$ cat config.mk
export PLATFORM = sky130hd
export DESIGN_NAME = tuc_top
export DESIGN_NICKNAME = d
export VERILOG_FILES = /design/src/logic/tuc_pkg.sv /design/src/logic/tuc_sync3.sv /design/src/logic/tuc_top.sv
export SDC_FILE = /design/constraint.sdc
export NUM_CORES = 1
export LEC_CHECK = 0
export ABC_AREA = 1
export ABC_CLOCK_PERIOD_IN_PS = 2690
export BUFFER_PORTS_ARGS = -buffer_cell sky130_fd_sc_hd__buf_2
export CAP_MARGIN = 30
export CORE_MARGIN = 4
export CORE_UTILIZATION = 40
export DETAILED_ROUTE_END_ITERATION = 12
export PLACE_DENSITY = 0.62
export SKIP_LAST_GASP = 1
export SYNTH_ARGS = -nofsm -noshare
export SYNTH_HDL_FRONTEND = slang
export SYNTH_SLANG_ARGS = --single-unit
$ cat constraint.sdc
create_clock -name I_CLK -period 2.69 [get_ports I_CLK]
set_input_delay 0.4035 -clock I_CLK [delete_from_list [all_inputs] [get_ports I_CLK]]
set_output_delay 0.4035 -clock I_CLK [all_outputs]
set_load 0.02 [all_outputs]
$ cat src/logic/tuc_pkg.sv
`default_nettype none
package tuc_pkg;
   // Register bus geometry
   localparam int TUC_ADDR_W = 4;
   localparam int TUC_DATA_W = 16;

   // Register offsets
   localparam logic [3:0] TUC_OFF_RESET_CTRL = 4'h0;
   localparam logic [3:0] TUC_OFF_CLOCK_EN   = 4'h1;
   localparam logic [3:0] TUC_OFF_PRESCALE   = 4'h2;
   localparam logic [3:0] TUC_OFF_STOP       = 4'h3;
   localparam logic [3:0] TUC_OFF_INSEL      = 4'h4;
   localparam logic [3:0] TUC_OFF_MODE       = 4'h5;
   localparam logic [3:0] TUC_OFF_START      = 4'h6;
   localparam logic [3:0] TUC_OFF_STATUS     = 4'h7;
   localparam logic [3:0] TUC_OFF_COUNT      = 4'h8;

   // Values after reset
   localparam logic        TUC_RESET_CTRL_RST = 1'b0;
   localparam logic        TUC_CLOCK_EN_RST   = 1'b0;
   localparam logic [15:0] TUC_PRESCALE_RST   = 16'h0000;
   localparam logic [2:0]  TUC_INSEL_RST      = 3'h0;
   localparam logic [15:0] TUC_MODE_RST       = 16'h0000;

   // Implemented bits
   localparam logic [15:0] TUC_PRESCALE_MASK = 16'h33ff;
   localparam logic [15:0] TUC_MODE_MASK     = 16'hdfcf;

   // Prescaler field positions
   localparam int TUC_PS_A_LSB = 0;
   localparam int TUC_PS_B_LSB = 4;
   localparam int TUC_PS_C_LSB = 8;
   localparam int TUC_PS_D_LSB = 12;
   localparam logic [3:0] TUC_PS_C_BASE = 4'h2;
   localparam logic [3:0] TUC_PS_D_BASE = 4'h8;
   localparam int TUC_PS_CNT_W = 15;

   // Mode register field positions
   localparam int TUC_MD_LSB    = 0;
   localparam int TUC_CIS_LSB   = 6;
   localparam int TUC_STS_LSB   = 8;
   localparam int TUC_SPLIT_BIT = 11;
   localparam int TUC_CCS_BIT   = 12;
   localparam int TUC_CKS_LSB   = 14;

   // Stop and start register bit positions
   localparam int TUC_HALF1_BIT = 9;
   localparam int TUC_HALF3_BIT = 11;
   localparam int TUC_RUN_W     = 6;

   // Channel 1 input selector codes
   typedef enum logic [2:0] {
      TUC_IN_PIN_A = 3'h0,
      TUC_IN_EVENT = 3'h1,
      TUC_IN_PIN_B = 3'h2,
      TUC_IN_MID   = 3'h3,
      TUC_IN_LOW   = 3'h4,
      TUC_IN_SUB   = 3'h5
   } tuc_insel_e;

   // Synchroniser lanes
   localparam int TUC_LANE_PIN   = 0;
   localparam int TUC_LANE_EVENT = 1;
   localparam int TUC_LANE_MID   = 2;
   localparam int TUC_LANE_LOW   = 3;
   localparam int TUC_LANE_SUB   = 4;
   localparam int TUC_LANES      = 5;
endpackage
`default_nettype wire

$ cat src/logic/tuc_sync3.sv
`timescale 1ns/1ps
`default_nettype none
module tuc_sync3 #(
   parameter int W = 1
) (
   input  wire logic         i_clk,
   input  wire logic         i_rstn,
   input  wire logic [W-1:0] i_async,
   output var  logic [W-1:0] o_level
);
   logic [W-1:0] s1_q;
   logic [W-1:0] s2_q;
   logic [W-1:0] s3_q;
   logic [W-1:0] lvl_q;
   wire  [W-1:0] agree = ~(s2_q ^ s3_q);
   wire  [W-1:0] lvl_d = (agree & s3_q) | (~agree & lvl_q);

   // Three stages; a change counts once stages two and three agree
   always_ff @(posedge i_clk or negedge i_rstn) begin
      if (!i_rstn) begin
         s1_q  <= '0;
         s2_q  <= '0;
         s3_q  <= '0;
         lvl_q <= '0;
      end else begin
         s1_q  <= i_async;
         s2_q  <= s1_q;
         s3_q  <= s2_q;
         lvl_q <= lvl_d;
      end
   end

   assign o_level = lvl_q;
endmodule
`default_nettype wire

$ cat src/logic/tuc_top.sv
//////////////////////////////////////////////////////////////////////////////
// Contract
// Reset control bit at 1 holds whole timer unit reset; writing 0 releases.
// Clock gate bit 0 stops unit input clock; 1 supplies it.
// First prescaler field picks peripheral clock divided by two to its value.
// Prescaler register holds fields at 3-0, 7-4, 9-8, 13-12; rest zero.
// Writing 1 to a stop bit clears that channel's running flag, halting it; a same-cycle hardware start of channel 1 wins and keeps it set.
// Stop bits 0 to 3 for channels, 9 and 11 for upper halves.
// Input select routes pin, event link, middle, low or subsystem clock.
// Clock pick field 15-14: 00 a, 01 c, 10 b, 11 d.
// Count source bit picks prescaled clock or valid input edges.
// Trigger select 000 allows only a software start.
// Mode field picks listed operation modes; other codes are prohibited.
// Channel 1 input edges come from the selected input source.
//////////////////////////////////////////////////////////////////////////////
`timescale 1ns/1ps
`default_nettype none
module tuc_top
   import tuc_pkg::*;
(
   input  wire logic                          I_CLK,
   input  wire logic                          I_RSTN,
   input  wire logic [tuc_pkg::TUC_ADDR_W-1:0] I_ADDR,
   input  wire logic [tuc_pkg::TUC_DATA_W-1:0] I_WDATA,
   input  wire logic                          I_WR,
   input  wire logic                          I_RD,
   input  wire logic                          I_TIMER_PIN,
   input  wire logic                          I_EVENT_LINK,
   input  wire logic                          I_MID_OSC,
   input  wire logic                          I_LOW_OSC,
   input  wire logic                          I_SUB_CLK,
   output var  logic [tuc_pkg::TUC_DATA_W-1:0] O_RDATA,
   output var  logic                          O_UNIT_IN_RESET,
   output var  logic                          O_UNIT_CLOCK_ON,
   output var  logic [3:0]                    O_PRESCALED_TICK,
   output var  logic                          O_CH1_COUNT_TICK,
   output var  logic [tuc_pkg::TUC_RUN_W-1:0]  O_RUN_FLAGS,
   output var  logic [tuc_pkg::TUC_DATA_W-1:0] O_CH1_COUNT,
   output var  logic                          O_CH1_MODE_BAD,
   output var  logic                          O_CH1_INPUT_BAD
);
   import tuc_pkg::*;

   //////////////////////////////////////////////////////////////////////////
   // Functions

   // Tick when the low exp bits of the counter are all ones
   function automatic logic pscl_tick(input logic [TUC_PS_CNT_W-1:0] cnt, input logic [3:0] exp);
      logic [TUC_PS_CNT_W-1:0] mask;
      mask = TUC_PS_CNT_W'((16'h0001 << exp) - 16'h0001);
      return &(cnt | ~mask);
   endfunction

   // Stop or start word to run flag vector
   function automatic logic [TUC_RUN_W-1:0] run_bits(input logic [15:0] w);
      return {w[TUC_HALF3_BIT], w[TUC_HALF1_BIT], w[3:0]};
   endfunction

   // Listed operation mode codes
   function automatic logic md_ok(input logic [3:0] md);
      return (md == 4'h0) || (md == 4'h1) || (md == 4'h4) || (md == 4'h5) ||
             (md == 4'h6) || (md == 4'h8) || (md == 4'h9) || (md == 4'hc);
   endfunction

   //////////////////////////////////////////////////////////////////////////
   // Registers

   logic                    reset_ctrl_q;
   logic                    clk_gate_q;
   logic [15:0]             ps_q;
   logic [2:0]              insel_q;
   logic [15:0]             mode_q;
   logic [TUC_PS_CNT_W-1:0] pscl_cnt_q;
   logic [3:0]              tick_q;
   logic [TUC_RUN_W-1:0]    run_q;
   logic [15:0]             ch1_cnt_q;
   logic                    count_tick_q;
   logic                    in_prev_q;
   logic [15:0]             rdata_q;
   logic                    mode_bad_q;
   logic                    input_bad_q;
   logic [TUC_LANES-1:0]    lvl;

   //////////////////////////////////////////////////////////////////////////
   // Decode

   wire unit_rst = reset_ctrl_q;
   wire unit_on  = clk_gate_q & ~reset_ctrl_q;

   wire wr_reset = I_WR && (I_ADDR == TUC_OFF_RESET_CTRL);
   wire wr_clken = I_WR && (I_ADDR == TUC_OFF_CLOCK_EN);
   wire wr_ps    = I_WR && (I_ADDR == TUC_OFF_PRESCALE) && unit_on;
   wire wr_stop  = I_WR && (I_ADDR == TUC_OFF_STOP) && unit_on;
   wire wr_insel = I_WR && (I_ADDR == TUC_OFF_INSEL) && unit_on;
   wire wr_mode  = I_WR && (I_ADDR == TUC_OFF_MODE) && unit_on;
   wire wr_start = I_WR && (I_ADDR == TUC_OFF_START) && unit_on;

   wire [3:0] exp_a = ps_q[TUC_PS_A_LSB +: 4];
   wire [3:0] exp_b = ps_q[TUC_PS_B_LSB +: 4];
   wire [3:0] exp_c = {1'b0, ps_q[TUC_PS_C_LSB +: 2], 1'b0} + TUC_PS_C_BASE;
   wire [3:0] exp_d = {1'b0, ps_q[TUC_PS_D_LSB +: 2], 1'b0} + TUC_PS_D_BASE;

   wire [1:0] cks   = mode_q[TUC_CKS_LSB +: 2];
   wire       ccs   = mode_q[TUC_CCS_BIT];
   wire [2:0] sts   = mode_q[TUC_STS_LSB +: 3];
   wire [1:0] cis   = mode_q[TUC_CIS_LSB +: 2];
   wire [3:0] md    = mode_q[TUC_MD_LSB +: 4];

   //////////////////////////////////////////////////////////////////////////
   // Input synchronisers

   tuc_sync3 #(
      .W (TUC_LANES)
   ) u_sync (
      .i_clk   (I_CLK),
      .i_rstn  (I_RSTN),
      .i_async ({I_SUB_CLK, I_LOW_OSC, I_MID_OSC, I_EVENT_LINK, I_TIMER_PIN}),
      .o_level (lvl)
   );

   //////////////////////////////////////////////////////////////////////////
   // Selection

   // Channel 1 input source, prohibited codes route nothing
   wire sel_lvl =
      (insel_q == TUC_IN_PIN_A) ? lvl[TUC_LANE_PIN]   :
      (insel_q == TUC_IN_PIN_B) ? lvl[TUC_LANE_PIN]   :
      (insel_q == TUC_IN_EVENT) ? lvl[TUC_LANE_EVENT] :
      (insel_q == TUC_IN_MID)   ? lvl[TUC_LANE_MID]   :
      (insel_q == TUC_IN_LOW)   ? lvl[TUC_LANE_LOW]   :
      (insel_q == TUC_IN_SUB)   ? lvl[TUC_LANE_SUB]   : 1'b0;

   // Valid edge of the selected input
   wire in_rise    = sel_lvl & ~in_prev_q;
   wire in_fall    = ~sel_lvl & in_prev_q;
   wire edge_valid = unit_on & ((cis == 2'b00) ? in_fall :
                                (cis == 2'b01) ? in_rise : (in_rise | in_fall));

   // Prescaled clock ticks
   wire [3:0] tick_d = {4{unit_on}} & {pscl_tick(pscl_cnt_q, exp_d),
                                        pscl_tick(pscl_cnt_q, exp_c),
                                        pscl_tick(pscl_cnt_q, exp_b),
                                        pscl_tick(pscl_cnt_q, exp_a)};

   // Channel operation clock pick
   wire pick_tick = (cks == 2'b00) ? tick_q[0] :
                    (cks == 2'b01) ? tick_q[2] :
                    (cks == 2'b10) ? tick_q[1] : tick_q[3];

   // Count source for channel 1
   wire count_tick_d = unit_on & run_q[1] & (ccs ? edge_valid : pick_tick);

   // Start triggers: software always, selected input edges only when sts selects them
   wire hw_start = ((sts == 3'b001) & edge_valid) |
                   ((sts == 3'b010) & unit_on & (in_rise | in_fall));
   wire [TUC_RUN_W-1:0] start_bits = (wr_start ? run_bits(I_WDATA) : '0) |
                                      {4'h0, hw_start, 1'b0};
   wire [TUC_RUN_W-1:0] stop_bits  = wr_stop ? run_bits(I_WDATA) : '0;
   wire [TUC_RUN_W-1:0] run_d      = (run_q & ~stop_bits) | start_bits;

   wire [15:0] status_word = {4'h0, run_q[5], 1'b0, run_q[4], 5'h00, run_q[3:0]};

   // Read mux; unit registers read zero while the unit is off
   wire [15:0] rdata_d =
      !I_RD                                           ? 16'h0000 :
      (I_ADDR == TUC_OFF_RESET_CTRL)                  ? {15'h0000, reset_ctrl_q} :
      (I_ADDR == TUC_OFF_CLOCK_EN)                    ? {15'h0000, clk_gate_q} :
      !unit_on                                        ? 16'h0000 :
      (I_ADDR == TUC_OFF_PRESCALE)                    ? ps_q :
      (I_ADDR == TUC_OFF_INSEL)                       ? {13'h0000, insel_q} :
      (I_ADDR == TUC_OFF_MODE)                        ? mode_q :
      (I_ADDR == TUC_OFF_STATUS)                      ? status_word :
      (I_ADDR == TUC_OFF_COUNT)                       ? ch1_cnt_q : 16'h0000;

   //////////////////////////////////////////////////////////////////////////
   // Always-on control

   always_ff @(posedge I_CLK or negedge I_RSTN) begin
      if (!I_RSTN) begin
         reset_ctrl_q <= TUC_RESET_CTRL_RST;
         clk_gate_q   <= TUC_CLOCK_EN_RST;
      end else begin
         if (wr_reset) begin
            reset_ctrl_q <= I_WDATA[0];
         end
         if (wr_clken) begin
            clk_gate_q <= I_WDATA[0];
         end
      end
   end

   //////////////////////////////////////////////////////////////////////////
   // Unit configuration

   always_ff @(posedge I_CLK or negedge I_RSTN) begin
      if (!I_RSTN) begin
         ps_q    <= TUC_PRESCALE_RST;
         insel_q <= TUC_INSEL_RST;
         mode_q  <= TUC_MODE_RST;
      end else if (unit_rst) begin
         ps_q    <= TUC_PRESCALE_RST;
         insel_q <= TUC_INSEL_RST;
         mode_q  <= TUC_MODE_RST;
      end else begin
         if (wr_ps) begin
            ps_q <= I_WDATA & TUC_PRESCALE_MASK;
         end
         if (wr_insel) begin
            insel_q <= I_WDATA[2:0];
         end
         if (wr_mode) begin
            mode_q <= I_WDATA & TUC_MODE_MASK;
         end
      end
   end

   //////////////////////////////////////////////////////////////////////////
   // Unit state

   always_ff @(posedge I_CLK or negedge I_RSTN) begin
      if (!I_RSTN) begin
         pscl_cnt_q   <= '0;
         tick_q       <= 4'h0;
         run_q        <= '0;
         ch1_cnt_q    <= 16'h0000;
         count_tick_q <= 1'b0;
         in_prev_q    <= 1'b0;
      end else if (unit_rst) begin
         pscl_cnt_q   <= '0;
         tick_q       <= 4'h0;
         run_q        <= '0;
         ch1_cnt_q    <= 16'h0000;
         count_tick_q <= 1'b0;
         in_prev_q    <= 1'b0;
      end else begin
         tick_q       <= tick_d;
         count_tick_q <= count_tick_d;
         run_q        <= run_d;
         if (clk_gate_q) begin
            pscl_cnt_q <= pscl_cnt_q + 1'b1;
            in_prev_q  <= sel_lvl;
         end
         if (count_tick_d) begin
            ch1_cnt_q <= ch1_cnt_q + 16'h0001;
         end
      end
   end

   //////////////////////////////////////////////////////////////////////////
   // Read data and flags

   always_ff @(posedge I_CLK or negedge I_RSTN) begin
      if (!I_RSTN) begin
         rdata_q     <= 16'h0000;
         mode_bad_q  <= 1'b0;
         input_bad_q <= 1'b0;
      end else begin
         rdata_q     <= rdata_d;
         mode_bad_q  <= ~md_ok(md);
         input_bad_q <= (insel_q > TUC_IN_SUB);
      end
   end

   assign O_RDATA          = rdata_q;
   assign O_UNIT_IN_RESET  = reset_ctrl_q;
   assign O_UNIT_CLOCK_ON  = clk_gate_q;
   assign O_PRESCALED_TICK = tick_q;
   assign O_CH1_COUNT_TICK = count_tick_q;
   assign O_RUN_FLAGS      = run_q;
   assign O_CH1_COUNT      = ch1_cnt_q;
   assign O_CH1_MODE_BAD   = mode_bad_q;
   assign O_CH1_INPUT_BAD  = input_bad_q;

   //////////////////////////////////////////////////////////////////////////
   // Assertions

   unit_hold_a: assert property (@(posedge I_CLK) disable iff (!I_RSTN)
      reset_ctrl_q |=> (run_q == '0) && (ch1_cnt_q == 16'h0000) && (ps_q == 16'h0000))
      else $error("unit not held in reset");

   gate_freeze_a: assert property (@(posedge I_CLK) disable iff (!I_RSTN)
      (!clk_gate_q && !reset_ctrl_q) |=> $stable(pscl_cnt_q) && $stable(ch1_cnt_q) && (tick_q == 4'h0))
      else $error("unit advanced with clock gated");

   div_one_a: assert property (@(posedge I_CLK) disable iff (!I_RSTN)
      (unit_on && (exp_a == 4'h0)) |=> tick_q[0])
      else $error("divide by one tick missing");

   div_two_a: assert property (@(posedge I_CLK) disable iff (!I_RSTN)
      (unit_on && (exp_a == 4'h1) && tick_q[0] && $stable(ps_q)) |=> !tick_q[0])
      else $error("divide by two ticked twice in a row");

   ps_layout_a: assert property (@(posedge I_CLK) disable iff (!I_RSTN)
      (ps_q & ~TUC_PRESCALE_MASK) == 16'h0000)
      else $error("unused prescaler bits set");

   stop_clears_a: assert property (@(posedge I_CLK) disable iff (!I_RSTN)
      (wr_stop && I_WDATA[1] && !hw_start) |=> !run_q[1] ##1 !count_tick_q)
      else $error("channel 1 not stopped");

   half_stop_a: assert property (@(posedge I_CLK) disable iff (!I_RSTN)
      (wr_stop && I_WDATA[TUC_HALF1_BIT] && I_WDATA[TUC_HALF3_BIT]) |=> (run_q[5:4] == 2'b00))
      else $error("upper half stop bits ignored");

   insel_route_a: assert property (@(posedge I_CLK) disable iff (!I_RSTN)
      (insel_q == TUC_IN_LOW) |-> (sel_lvl == lvl[TUC_LANE_LOW]))
      else $error("low oscillator not routed");

   cks_pick_a: assert property (@(posedge I_CLK) disable iff (!I_RSTN)
      (cks == 2'b01) |-> (pick_tick == tick_q[2]))
      else $error("clock pick 01 not third clock");

   ccs_src_a: assert property (@(posedge I_CLK) disable iff (!I_RSTN)
      (!ccs && unit_on && run_q[1] && pick_tick) |=> O_CH1_COUNT_TICK && (ch1_cnt_q == $past(ch1_cnt_q) + 16'h0001))
      else $error("prescaled tick not counted");

   sw_only_a: assert property (@(posedge I_CLK) disable iff (!I_RSTN)
      ((sts == 3'b000) && !(wr_start && I_WDATA[1])) |=> (!run_q[1] || $stable(run_q[1])))
      else $error("channel started without software");

   mode_bad_a: assert property (@(posedge I_CLK) disable iff (!I_RSTN)
      (md == 4'h2) |=> O_CH1_MODE_BAD)
      else $error("prohibited mode not flagged");

   edge_count_a: assert property (@(posedge I_CLK) disable iff (!I_RSTN)
      (ccs && run_q[1] && edge_valid) |=> O_CH1_COUNT_TICK)
      else $error("selected input edge not counted");

   cfg_hold_a: assert property (@(posedge I_CLK) disable iff (!I_RSTN)
      reset_ctrl_q |=> (mode_q == TUC_MODE_RST) && (insel_q == TUC_INSEL_RST) && (tick_q == 4'h0))
      else $error("unit config not cleared");

   off_write_a: assert property (@(posedge I_CLK) disable iff (!I_RSTN)
      (I_WR && !clk_gate_q && !reset_ctrl_q && (I_ADDR == TUC_OFF_PRESCALE)) |=> $stable(ps_q))
      else $error("prescaler written with clock gated");

   off_read_a: assert property (@(posedge I_CLK) disable iff (!I_RSTN)
      (I_RD && !unit_on && (I_ADDR >= TUC_OFF_PRESCALE)) |=> (O_RDATA == 16'h0000))
      else $error("unit register read with unit off");

   cnt_wrap_a: assert property (@(posedge I_CLK) disable iff (!I_RSTN)
      (unit_on && (pscl_cnt_q == '1)) |=> (tick_q == 4'hf))
      else $error("prescaler wrap missed a tick");

   ps_write_a: assert property (@(posedge I_CLK) disable iff (!I_RSTN)
      wr_ps |=> (ps_q == ($past(I_WDATA) & TUC_PRESCALE_MASK)))
      else $error("prescaler write not stored");

   stop_ch0_a: assert property (@(posedge I_CLK) disable iff (!I_RSTN)
      (wr_stop && I_WDATA[0]) |=> !run_q[0])
      else $error("channel 0 not stopped");

   insel_null_a: assert property (@(posedge I_CLK) disable iff (!I_RSTN)
      (insel_q > TUC_IN_SUB) |-> !sel_lvl)
      else $error("prohibited input code routed");

   insel_bad_a: assert property (@(posedge I_CLK) disable iff (!I_RSTN)
      (insel_q > TUC_IN_SUB) |=> O_CH1_INPUT_BAD)
      else $error("prohibited input code not flagged");

   cks_b_a: assert property (@(posedge I_CLK) disable iff (!I_RSTN)
      (cks == 2'b10) |-> (pick_tick == tick_q[1]))
      else $error("clock pick 10 not second clock");

   ccs_edge_a: assert property (@(posedge I_CLK) disable iff (!I_RSTN)
      (ccs && !edge_valid) |=> !O_CH1_COUNT_TICK)
      else $error("edge count without valid edge");
endmodule
`default_nettype wire

Yosys cells after proc, flatten, opt, wreduce, memory -nomap -nowiden
Cells that the tools add are included.
- output and inout port bits: 47
- bits in registers: 118
- bits of input ports: 29
- bitwise operators: 34
- reductions and logical operators: 33
- equal/unequal tests: 25
- magnitude comparators: 1
- $add $sub $neg: 8
- shift operators: 4
- muxes and demuxes: 38
- operators with widths (cell ; number):
    $mux W16 ; 15
    $not A15 Y15 ; 4
    $or A15 B15 Y15 ; 4
    $reduce_and A15 Y1 ; 4
    $shl A1 B4 Y15 const A ; 4
    $sub A15 B1 Y15 const B ; 4
    $mux W15 ; 2
    $eq A4 B3 Y1 const B ; 7
    $mux W6 ; 3
    $add A16 B1 Y16 const B ; 1
    $eq A4 B4 Y1 const B ; 4
    $add A15 B1 Y15 const B ; 1
    $mux W1 ; 15
    $logic_and A1 B1 Y1 ; 12
    $and A5 B5 Y5 ; 2
    $not A5 Y5 ; 2
    $reduce_bool A2 Y1 ; 5
    $and A1 B1 Y1 ; 9
    $eq A3 B2 Y1 const B ; 3
    $eq A4 B1 Y1 const B ; 2
    $eq A4 B2 Y1 const B ; 2
    $logic_not A4 Y1 ; 2
    $logic_or A1 B1 Y1 ; 7
    $and A6 B6 Y6 ; 1
    other kinds (19) ; 28

Logic depth before layout (Yosys ltp)
Gate-level depths: netlist (run 1).
- word-level depth: 18
- mapped depth: 18
- gate-level depth less buffers: 17

By module
Synthesis (run 1) repeated with hierarchy kept, for this count alone.
- cells, all modules: 799
- area, all modules: 5953.2 µm²
- modules (own cells, without submodules) (module ; cells an instance ; sequential area each (µm²) ; instances ; area an instance (µm²)):
    tuc_top ; 759 ; 2277.2 ; 1 ; 5371.4
    tuc_sync3 ; 40 ; 500.5 ; 1 ; 581.8

Worst setup path after synthesis (run 1)
Ideal clock, no wire load.
- kind: flip-flop to flip-flop
- start point: register insel_q[0]
- end point: register ch1_cnt_q[6], in the netlist O_CH1_COUNT[6]
- stages on the path, launching flop included: 17
- buffers on the path: 1
- clock period less this slack: 1.944 ns
- setup slack: 0.746 ns
- required time: 2.573 ns
- data arrival time: 1.826 ns
- path through: dfrtp_1 > inv_1 > nor2_1 > nand2_1 > nand2_1 > o21ai_0 > nand2_1 > nand2_1 > inv_1 > ha_1 > a21oi_2 > nand2_1 > nand2_2 > nand3_4 > buf_2 > nand3_1 > nand2_1
- longest elaborated chain between the ends: 16
- RTL lines (element ; RTL line ; source):
    from (decl) ; tuc_top.sv:71 ; logic [2:0] insel_q;
    from (signal assigned) ; tuc_top.sv:209 ; insel_q <= I_WDATA[2:0];
    $eq A3 B3 Y1 ; tuc_top.sv:131 ; (insel_q == TUC_IN_SUB) ? lvl[TUC_LANE_SUB] : 1'b0;
    $mux W1 ; tuc_top.sv:131 ;
    $mux W1 ; tuc_top.sv:130 ; (insel_q == TUC_IN_LOW) ? lvl[TUC_LANE_LOW] :
    $mux W1 ; tuc_top.sv:129 ; (insel_q == TUC_IN_MID) ? lvl[TUC_LANE_MID] :
    $mux W1 ; tuc_top.sv:128 ; (insel_q == TUC_IN_EVENT) ? lvl[TUC_LANE_EVENT] :
    $mux W1 ; tuc_top.sv:127 ; (insel_q == TUC_IN_PIN_B) ? lvl[TUC_LANE_PIN] :
    $mux W1 * ; tuc_top.sv:126 ; (insel_q == TUC_IN_PIN_A) ? lvl[TUC_LANE_PIN] :
    $not A1 Y1 ; tuc_top.sv:135 ; wire in_fall = ~sel_lvl & in_prev_q;
    $and A1 B1 Y1 ; tuc_top.sv:135 ;
    $or A1 B1 Y1 ; tuc_top.sv:137 ; (cis == 2'b01) ? in_rise : (in_rise | in_fall));
    $mux W1 ; tuc_top.sv:137 ;
    $mux W1 * ; tuc_top.sv:136 ; wire edge_valid = unit_on & ((cis == 2'b00) ? in_fall :
    $and A1 B1 Y1 * ; tuc_top.sv:136 ;
    $mux W1 * ; tuc_top.sv:151 ; wire count_tick_d = unit_on & run_q[1] & (ccs ? edge_valid : pick_tick);
    $and A1 B1 Y1 * ; tuc_top.sv:151 ;
    $reduce_bool A2 Y1 (no line) * ; -- ;
    to (signal assigned) ; tuc_top.sv:244 ; ch1_cnt_q <= ch1_cnt_q + 16'h0001;
    to (decl) ; tuc_top.sv:76 ; logic [15:0] ch1_cnt_q;
Every way passes the cells marked *; elsewhere a longest branch is shown, timed or not.
A chain may end at the register's enable or synchronous reset.

Worst setup path after layout (run 1)
- start point: register insel_q[1]
- end point: register ch1_cnt_q[7], in the netlist O_CH1_COUNT[7]
Same word-level chain as after synthesis.

==> summary.txt, run 1 <==
Worst setup path
  – Crit-path max FO: 18
  – Worst path buffer plus inverter count: 1
  – Worst endpoint required time: 2990 ps
  – Cells along the critical path: nor2_1 > nand2_1 > nand2_1 > o21ai_0 > nand2_1 > nand2_1 > inv_1 > ha_1 > a21oi_2 > nand2_1 > nand2_2 > nand3_4 > nand2_4 > nand2_1 > nand2_1
  – Crit Path Category: flop to flop
  – Critical Path AT: 2590 ps
  – Slowest cell on the critical path: dfrtp_1
  – Most common cell on crit path: nand2_1
  – Crit start category: flop
  – Gate family responsible for the most delay along the worst path: simple AND/OR/NAND/NOR gates
  – Kind of end point of the critical path: flop
  – Slowest stage delay, CP: 440 ps

STA
  – Worst slew pin tran: 560.0 ps
  – Setup Skew: 6.381 ps
  – Fmax: 0.4362 GHz
  – Slew headroom: 62.67%
  – Fin crit share: 85.22%
  – PnR worst setup slack: 397.5 ps
  – Final max-slew violation count: 0
  – Final hold viol count: 0
  – Unrepaired setup endpoints after global routing: false
  – Final setup viols: 0
  – Setup TNS: 0 ps
  – Final Critical Period: 2293 ps

Global routing
  – Total Routing Usage GR: 20.11%
  – Largest net degree at the start of global routing: 49
  – Grt ovf: 0
  – Vias in the first global route: just over 5000
  – Initial antenna violation count: 0
  – First-pass GRT wire length: 26560 um

CTS
  – Worst skew pair latency: 360 ps
  – Clock H-tree levels: 3
  – CTS Root Cell: clkbuf_16
  – Post_cts resized: 0
  – Clock tree from TritonCTS: done
  – Clk buf depth: 2
  – CTS Hold Bufs: 0
  – CTS Buf Count: 9
  – Post CTS Setup Buffer Count: 0
  – Clock sinks: 111
  – Clock transition at path regs: 70 ps

Placement
  – I/O Buffers: 75
  – Pre-CTS WS: 423.3 ps
  – Detail Placement HPWL: between 10000 and 15000 um
  – GPL Wtd Cong: 0.8848

Final layout
  – ANT cells: 0
  – Reg area: between 2000 and 3000 um^2
  – Final Util: between 40% and 50%
  – Fillers: 1445
  – Multi-input logic area: 2684 um^2
  – Area added between synthesis and finish: 14.99%
  – # nets final: 880
  – Layout cells sized above 1: 13.90%

Floorplanning
  – Starting Density: 40.77%
  – Ports: 76
  – Die height: roughly 130 um
  – Die area: 16830 um^2
  – Core area: 14530 um^2
  – Num rows: 44
  – Die width: between 100 and 150 um

Yosys
  – Post-synth top flop: dfrtp_1
  – Synth Cell Area: around 5900 um^2
  – Cell variety after synth: between 40 and 50
  – Top post-synthesis cells by area: dfrtp_1 47%, nand2_1 12%, nand3_1 6.3%
  – Top-count cell post-synth: nand2_1
  – Yosys reg bits: 111
  – Gate Count Post-Synth: 766
  – Post-synth ARST share: 100.0%
  – Top cells by count, synth: 185 x nand2_1, 111 x dfrtp_1, 93 x inv_1
  – Yosys top cell by area: dfrtp_1
  – Synth warnings: 0
  – Post-synth EDFFs: 0
  – Synthesized area per cell: 7.736 um^2
  – Post-synth top area share: about 47%
  – Post-synth net total: around 800
  – Register area share after synthesis: ~47%

Route
  – DRC errors left: 0
  – DR vias/cell: 5.237
  – Pre-Repair DR Iteration Count: 7
  – DR vias: 5410
  – Wire per inst: 15.98 um
  – DR iter-0 viols: 619
  – Remaining antenna violation count: 0
  – Total Wirelength: 16500 um

Job
  – Max_cap viols: 0

Power
  – Sequential power share: 44.2%
  – Comb pwr share: 24.4%
  – Pwr Density: 657.3 nW/um^2
  – Max VDD drop: between 0.3 and 0.4 mV
  – Power share of the clock group: 31.4%
  – NetSw: 1.574 mW
  – Sw Share: 35.13%
  – P_int: 2.905 mW
  – Static leakage: 3.406 nW

Min path
  – Hold WC Path Type: input pin to async pin

Run status
  – Status: finished clean
-- metrics by stage --
step	hold WS (ps)	instance area [um^2]	power, mW	std cells
global route	73.93	6814	4.732	1033
detailed placement	336.4	6511	3.103	1017
finish	26.74	6814	4.479	1033
CTS	46.55	6814	4.502	1033
global placement	332.2	6511	3.093	1017
floorplan	107.9	5926	2.743	766
-- layer usage --
metal  routed length (um)  GRT usage, %
met1                 7435         27.44
met2                 7895         32.97
met3                  863         3.397
met4                  310         6.174
met5                    0             0
-- cells in the final DEF (no fill, tap or decap), types with 3 or more instances in the layout --
master,count
inv_1,93
nor2_4,3
maj3_1,5
nor3_1,21
buf_4,5
o22ai_1,9
nor2_1,79
o31ai_1,4
clkbuf_16,9
nand2_1,185
inv_2,5
o221ai_1,3
o21ai_0,69
nand3_1,74
ha_1,7
xor2_1,8
a21oi_1,22
nand4_1,15
buf_2,74
inv_6,4
o21ai_1,15
dfrtp_1,111
-- worst register-to-register path: stages, from the launching register on --
cell     delay [ps]
dfrtp_1         440
nor2_1          190
nand2_1          90
nand2_1          60
o21ai_0          70
nand2_1          60
nand2_1         100
inv_1            70
ha_1            250
a21oi_2         140
nand2_1          90
nand2_2          90
nand3_4         220
nand2_4         250
nand2_1          80
nand2_1          50
-- registers in the layout (all words and copies together) (netlist names), 3 cells and up, named ones only --
| signal | cells |
|---|---|
| O_RDATA | 16 |
| u_sync.s3_q | 5 |
| u_sync.s2_q | 5 |
| pscl_cnt_q | 15 |
| O_PRESCALED_TICK | 4 |
| insel_q | 3 |
| mode_q | 13 |
| ps_q | 12 |
| O_CH1_COUNT | 16 |
| O_RUN_FLAGS | 6 |
| u_sync.s1_q | 5 |
-- cells by family after synthesis --
logic type      share of synthesized area (%)
xor+xnor                                1.330
fa+ha+maj                               2.323
simple gates                            29.73
compound gates                          11.91
buf+inv                                 7.834
flops                                   46.87
-- area by class of cell --
type	count	area share, %
Sequential cell	111	40.76
Multi-Input combinational cell	541	39.39
Timing Repair Buffer	80	6.280
Inverter	101	5.747
Tap cell	184	3.379
Clock buffer	10	3.360
Clock inverter	6	1.083
-- final timing paths --
check                                from             endpoint  slack [ps]  cells past startpoint
max                            insel_q[1]       O_CH1_COUNT[7]         400                     15
min                                I_RSTN      O_UNIT_IN_RESET          30                      1
max reg2reg                    insel_q[1]       O_CH1_COUNT[7]         400                     15
min reg2reg                u_sync.s1_q[0]       u_sync.s2_q[0]         350                      0
max in group asynchronous          I_RSTN  O_PRESCALED_TICK[2]        1920                      2
min in group I_CLK            I_TIMER_PIN       u_sync.s1_q[0]         150                      1
-- power groups by stage --
stage	combinational (mW)	clock [mW]	sequential [mW]
final	1.09	1.41	1.98
after global routing	1.24	1.49	2.00
after CTS	1.09	1.43	1.98
after detailed placement	1.09	0	2.01
after global placement	1.08	0	2.01
after floorplan	0.754	0	1.99
Power figures use the tool's default switching activity.
==> inputs of run 2 (changes only) <==
--- a/config.mk
+++ b/config.mk
@@ -5,14 +5,14 @@
 export SDC_FILE = /design/constraint.sdc
 export NUM_CORES = 1
 export LEC_CHECK = 0
-export ABC_AREA = 1
 export ABC_CLOCK_PERIOD_IN_PS = 2690
 export BUFFER_PORTS_ARGS = -buffer_cell sky130_fd_sc_hd__buf_2
 export CAP_MARGIN = 30
+export CORE_ASPECT_RATIO = 0.75
 export CORE_MARGIN = 4
-export CORE_UTILIZATION = 40
+export CORE_UTILIZATION = 57
 export DETAILED_ROUTE_END_ITERATION = 12
-export PLACE_DENSITY = 0.62
+export PLACE_DENSITY = 0.82
 export SKIP_LAST_GASP = 1
 export SYNTH_ARGS = -nofsm -noshare
 export SYNTH_HDL_FRONTEND = slang
==> summary.txt, run 2 <==
Worst setup path
  – Slowest stage delay, CP: roughly 420 ps
  – R2r startpoint: insel_q[1]
  – Crit-path max FO: 10
  – Worst endpoint required time: 2960 ps
  – Most common cell on crit path: mux2i_1
  – Crit Path Category: flop to flop
  – Flop2flop setup slack: 250 ps
  – Kind of end point of the critical path: flop
  – Worst reg2reg path depth: 10
  – Critical Path AT: 2720 ps
  – R2r endpoint: O_CH1_COUNT[5]
  – Crit start category: flop
  – Cells along the critical path: mux2i_1 > a211oi_1 > a21oi_2 > inv_1 > ha_1 > mux2_2 > o211ai_4 > a21oi_1 > nand3_1 > mux2i_1
  – Slowest cell on the critical path: dfrtp_1
  – Worst path buffer plus inverter count: 1
  – Gate family responsible for the most delay along the worst path: compound AO/OA/AOI/OAI gates

CTS
  – Clock tree from TritonCTS: done
  – Clock transition at path regs: 70 ps
  – CTS Hold Bufs: 0
  – CTS Root Cell: clkbuf_16
  – Post_cts resized: 0
  – Post CTS Setup Buffer Count: 0
  – CTS Buf Count: 9
  – Clock H-tree levels: 3
  – Clock sinks: between 100 and 150
  – Worst skew pair latency: 350 ps
  – Clk buf depth: 2

Min path
  – Hold WC Path Type: input pin to async pin

Yosys
  – Multiplexer share of the synthesized area: 4.474%
  – Gate Count Post-Synth: between 500 and 600
  – Yosys reg bits: around 110
  – Largest family of logic cells by synthesized area: simple AND/OR/NAND/NOR gates
  – Post-synth EDFFs: 0
  – Synth Area in Adders: 2.588%
  – Synth Cell Area: ~5700 um^2
  – Top cells by count, synth: 111 x dfrtp_1, 71 x nor2_1, 57 x nand2_1
  – Synthesized area per cell: 9.557 um^2
  – Simple-Gate Fraction of Synth Area: between 10% and 20%
  – Synth warnings: 0
  – Post-synth top flop: dfrtp_1
  – Synth Area in XOR/XNOR: 4.298%
  – Register area share after synthesis: 48.68%
  – Top-count cell post-synth: dfrtp_1
  – Post-synth net total: 633
  – Yosys top cell by area: dfrtp_1
  – Top post-synthesis cells by area: dfrtp_1 49%, nor2_1 4.7%, nand2_1 3.8%
  – Post-synth top area share: around 49%
  – Synth Area in Compound Gates: 15.24%
  – Cell variety after synth: 67
  – Post-synth ARST share: 100.0%

Final layout
  – Area added between synthesis and finish: 12.98%
  – Commonest non-fill, non-tap cell in the layout: dfrtp_1
  – Most frequent cells in the layout: 110 x dfrtp_1, 74 x buf_2, 71 x nor2_1, 57 x nand2_1, 36 x o21ai_0
  – # nets final: just under 700
  – Layout cells sized above 1: 18.64%
  – ANT cells: 0
  – Final Util: 66.48%

STA
  – Min Hold Slack: between 90 and 100 ps
  – Unrepaired setup endpoints after global routing: false
  – Fin crit share: roughly 90%
  – Final setup viols: 0
  – Final max-slew violation count: 0
  – Final hold viol count: 0
  – Final Critical Period: 2442 ps
  – Slew headroom: 53.35%
  – Fmax: 0.4095 GHz
  – Setup TNS: 0 ps
  – Setup Skew: between 6 and 7 ps
  – Worst slew pin tran: 699.7 ps

Global routing
  – Largest net degree at the start of global routing: 57
  – Grt ovf: 0
  – Vias in the first global route: 4617
  – Total Routing Usage GR: 25.97%
  – First-pass GRT wire length: 23450 um
  – Initial antenna violation count: 0

Job
  – Max_cap viols: 0

Power
  – Static leakage: 2.874 nW
  – Pwr Density: 554.3 nW/um^2
  – Max VDD drop: 0.4390 mV

Placement
  – I/O Buffers: 75
  – GPL Wtd Cong: 0.9373
  – Detail Placement HPWL: between 10000 and 15000 um

Route
  – Remaining antenna violation count: 0
  – DRC errors left: 0
  – Pre-Repair DR Iteration Count: 8
  – DR vias: approximately 4700
  – DR iter-0 viols: 427
  – Total Wirelength: roughly 14000 um
  – DR vias/cell: 5.994
  – Wire per inst: around 18 um

Floorplanning
  – Die height: 94.65 um
  – Starting Density: 58.84%
  – Core area: 9697 um^2
  – Ports: between 70 and 80
  – Num rows: 31
  – Die width: 123.5 um
  – Die area: roughly 12000 um^2

Run status
  – Status: finished clean
[run 2: kinds of logic (layout without fill, tap and decap cells)]
logic type	after synthesis	in the layout
AND/OR/NAND/NOR	231	231
AO/OA/AOI/OAI	128	128
flip-flops	111	111
buffers and inverters	61	124
XOR/XNOR	28	28
multiplexers	25	25
adder cells (fa/ha/maj)	13	13
[run 2: layout make-up]
type | count | area, um^2
fill | 770 | 3251
sequential | 111 | 2779
multi-input combinational | 425 | 2665
timing repair buffer | 86 | 473.0
clock buffer | 9 | 225.2
tap | 132 | 165.2
inverter | 22 | 82.58
clock inverter | 7 | 56.30
[run 2: power breakdown]
| group | switching (mW) | total [mW] | internal (mW) |
|---|---|---|---|
| registers | 0.0755 | 1.81 | 1.73 |
| logic | 0.326 | 0.491 | 0.165 |
| clock network | 0.637 | 1.28 | 0.640 |
[run 2: worst max path at each step]
stage	depth (start not counted)	endpoint	slack (ps)	startpoint
2_1_floorplan	10	O_CH1_COUNT[5]	550	insel_q[1]
3_3_place_gp	10	O_CH1_COUNT[5]	290	insel_q[0]
3_5_place_dp	10	O_CH1_COUNT[14]	130	insel_q[1]
4_1_cts	10	O_CH1_COUNT[14]	120	insel_q[1]
5_1_grt	10	O_CH1_COUNT[13]	60	insel_q[0]
6_report	10	O_CH1_COUNT[5]	250	insel_q[1]
[run 2: through the flow]
| step | power [mW] | area (um^2) | std cells | setup slack, ps |
|---|---|---|---|---|
| 2_1_floorplan | 2.143 | 5705 | 597 | 547.4 |
| 3_3_place_gp | 2.297 | 6156 | 776 | 287.5 |
| 3_5_place_dp | 2.320 | 6156 | 776 | 134.2 |
| 4_1_cts | 3.588 | 6437 | 792 | 119.4 |
| 5_1_grt | 3.725 | 6446 | 792 | 64.34 |
| 6_report | 3.573 | 6446 | 792 | 247.8 |
[run 2: routing by layer]
layer  GRT usage, %  vias up  wire length (um)
li1               -     2212                 -
met1          37.96     2300              6471
met2          39.12      214              6438
met3          6.826       21              1293
met4          5.806        0               206
met5              0        -                 0
==> inputs of run 3 (changes only) <==
--- a/config.mk
+++ b/config.mk
@@ -6,13 +6,13 @@
 export NUM_CORES = 1
 export LEC_CHECK = 0
 export ABC_CLOCK_PERIOD_IN_PS = 2690
-export BUFFER_PORTS_ARGS = -buffer_cell sky130_fd_sc_hd__buf_2
 export CAP_MARGIN = 30
 export CORE_ASPECT_RATIO = 0.75
 export CORE_MARGIN = 4
 export CORE_UTILIZATION = 57
 export DETAILED_ROUTE_END_ITERATION = 12
-export PLACE_DENSITY = 0.82
+export DONT_BUFFER_PORTS = 1
+export PLACE_DENSITY = 0.75
 export SKIP_LAST_GASP = 1
 export SYNTH_ARGS = -nofsm -noshare
 export SYNTH_HDL_FRONTEND = slang
==> summary.txt, run 3 (same netlist as run 2, synthesis figures left out) <==
Job
  – Max_cap viols: 0

STA
  – Final Critical Period: 2451 ps
  – Min Hold Slack: -259.8 ps
  – Setup TNS: 0 ps
  – Final hold viol count: 111
  – Slew headroom: 57.22%
  – Fin crit share: 91.12%
  – Final setup viols: 0
  – Final max-slew violation count: 0
  – Fmax: 0.4080 GHz
  – Unrepaired setup endpoints after global routing: false
  – Worst slew pin tran: 639.8 ps
  – Setup Skew: 5.804 ps

Floorplanning
  – Die area: 11690 um^2
  – Num rows: 31
  – Ports: 76
  – Starting Density: between 50% and 60%
  – Core area: 9697 um^2
  – Die width: 123.5 um
  – Die height: 94.65 um

Worst setup path
  – Slowest stage delay, CP: 420 ps
  – Cells along the critical path: mux2i_1 > a211oi_1 > a21oi_2 > inv_1 > ha_1 > mux2_2 > o211ai_4 > a21oi_1 > nand3_1 > mux2i_1
  – Critical Path AT: 2720 ps
  – Kind of end point of the critical path: flop
  – Most common cell on crit path: mux2i_1
  – Worst endpoint required time: approximately 3000 ps
  – Crit-path max FO: 10
  – Slowest cell on the critical path: dfrtp_1
  – Crit Path Category: flop to flop
  – Worst path buffer plus inverter count: 1
  – Crit start category: flop
  – Gate family responsible for the most delay along the worst path: compound AO/OA/AOI/OAI gates

CTS
  – Worst skew pair latency: 350 ps
  – Post CTS Setup Buffer Count: 0
  – Clock sinks: about 110
  – CTS Root Cell: clkbuf_16
  – Clk buf depth: 2
  – Clock transition at path regs: around 80 ps
  – Clock H-tree levels: 3
  – Clock tree from TritonCTS: done
  – CTS Buf Count: 9

Final layout
  – Layout cells sized above 1: 7.877%
  – Multi-input logic area: 2660 um^2
  – Commonest non-fill, non-tap cell in the layout: dfrtp_1
  – Reg area: 2779 um^2
  – ANT cells: 0
  – Fillers: roughly 800
  – Cell area after layout: just over 6000 um^2
  – Area added between synthesis and finish: 6.031%
  – Most frequent cells in the layout: 110 x dfrtp_1, 71 x nor2_1, 57 x nand2_1, 36 x o21ai_0, 35 x a21oi_1
  – # nets final: approximately 620

Global routing
  – Total Routing Usage GR: 25.64%
  – Vias in the first global route: 4232
  – Grt ovf: 0
  – Initial antenna violation count: 0
  – Largest net degree at the start of global routing: 112
  – First-pass GRT wire length: approximately 23000 um

Min path
  – Hold WC Path Type: input pin to async pin

Route
  – DR vias: 4465
  – Remaining antenna violation count: 0
  – DR iter-0 viols: 458
  – Wire per inst: 19.56 um
  – DR vias/cell: between 6 and 7
  – DRC errors left: 0
  – Total Wirelength: 14000 um
  – Pre-Repair DR Iteration Count: 7

Power
  – P_int: 2.515 mW
  – Comb pwr share: a little over a tenth
  – Sequential power share: a little over half
  – Sw Share: 27.94%
  – Power share of the clock group: 37.1%
  – Static leakage: between 2 and 3 nW
  – Pwr Density: 576.8 nW/um^2
  – Max VDD drop: 0.4391 mV
  – NetSw: around 0.97 mW

Placement
  – I/O Buffers: 0
  – Detail Placement HPWL: 10010 um
  – GPL Wtd Cong: ~0.93
  – Post-DP Area: about 5800 um^2

Run status
  – Status: finished, violations left
  – Failing checks: hold timing
-- run 3: cell count changes in the layout (fill, tap and decap cells not counted), sizes merged --
cell      change
buf          -76
clkinvlp      -1
inv           +1
-- run 3: final cells by class --
type	instances	area share [%]
multi-input cells	425	43.97
flip-flops and latches	111	45.94
clock inverters	7	1.034
inverters	22	1.365
well taps	132	2.730
clock buffers	9	3.723
repair buffers	10	1.241
-- run 3: routing by layer --
metal | wire, um | vias up | GRT usage [%]
li1 | - | 2068 | -
met3 | 1278 | 16 | 7.066
met5 | 0 | - | 0
met1 | 6333 | 2184 | 37.39
met2 | 6184 | 197 | 37.72
met4 | 205 | 0 | 7.097
-- run 3: what timing repair did --
action                                 4_1_cts  5_1_grt
endpoints found under the hold margin      111      111
gates resized for setup                      0        1
setup endpoints to repair                    0        9
-- run 3: power groups by stage --
| stage | Sequential (mW) | Combinational (mW) | Clock [mW] |
|---|---|---|---|
| global route | 1.85 | 0.405 | 1.39 |
| finish | 1.83 | 0.362 | 1.29 |
| global placement | 1.87 | 0.350 | 0 |
| detailed placement | 1.87 | 0.357 | 0 |
| CTS | 1.83 | 0.359 | 1.31 |
| floorplan | 1.82 | 0.321 | 0 |
-- run 3: final timing paths --
| check | startpoint | endpoint | slack [ps] | depth (start not counted) |
|---|---|---|---|---|
| min in group I_CLK | I_SUB_CLK | u_sync.s1_q[4] | 80 | 0 |
| worst min-delay path | I_RSTN | O_CH1_MODE_BAD | -260 | 0 |
| worst max register to register | insel_q[1] | O_CH1_COUNT[5] | 240 | 10 |
| worst min register to register | u_sync.s1_q[2] | u_sync.s2_q[2] | 350 | 0 |
| max in group asynchronous | I_RSTN | O_PRESCALED_TICK[0] | 2840 | 0 |
| worst max-delay path | insel_q[1] | O_CH1_COUNT[5] | 240 | 10 |
-- run 3: per-stage QoR --
| stage | setup slack (ps) | std cells | util (%) | power [mW] |
|---|---|---|---|---|
| 2_1_floorplan | 547.4 | 597 | - | 2.143 |
| 3_3_place_gp | 271.3 | 700 | 59.38 | 2.215 |
| 3_5_place_dp | 126.8 | 700 | 59.38 | 2.224 |
| 4_1_cts | 119.8 | 716 | 62.35 | 3.507 |
| 5_1_grt | 79.04 | 716 | 62.39 | 3.646 |
| 6_report | 239.0 | 716 | 62.39 | 3.490 |
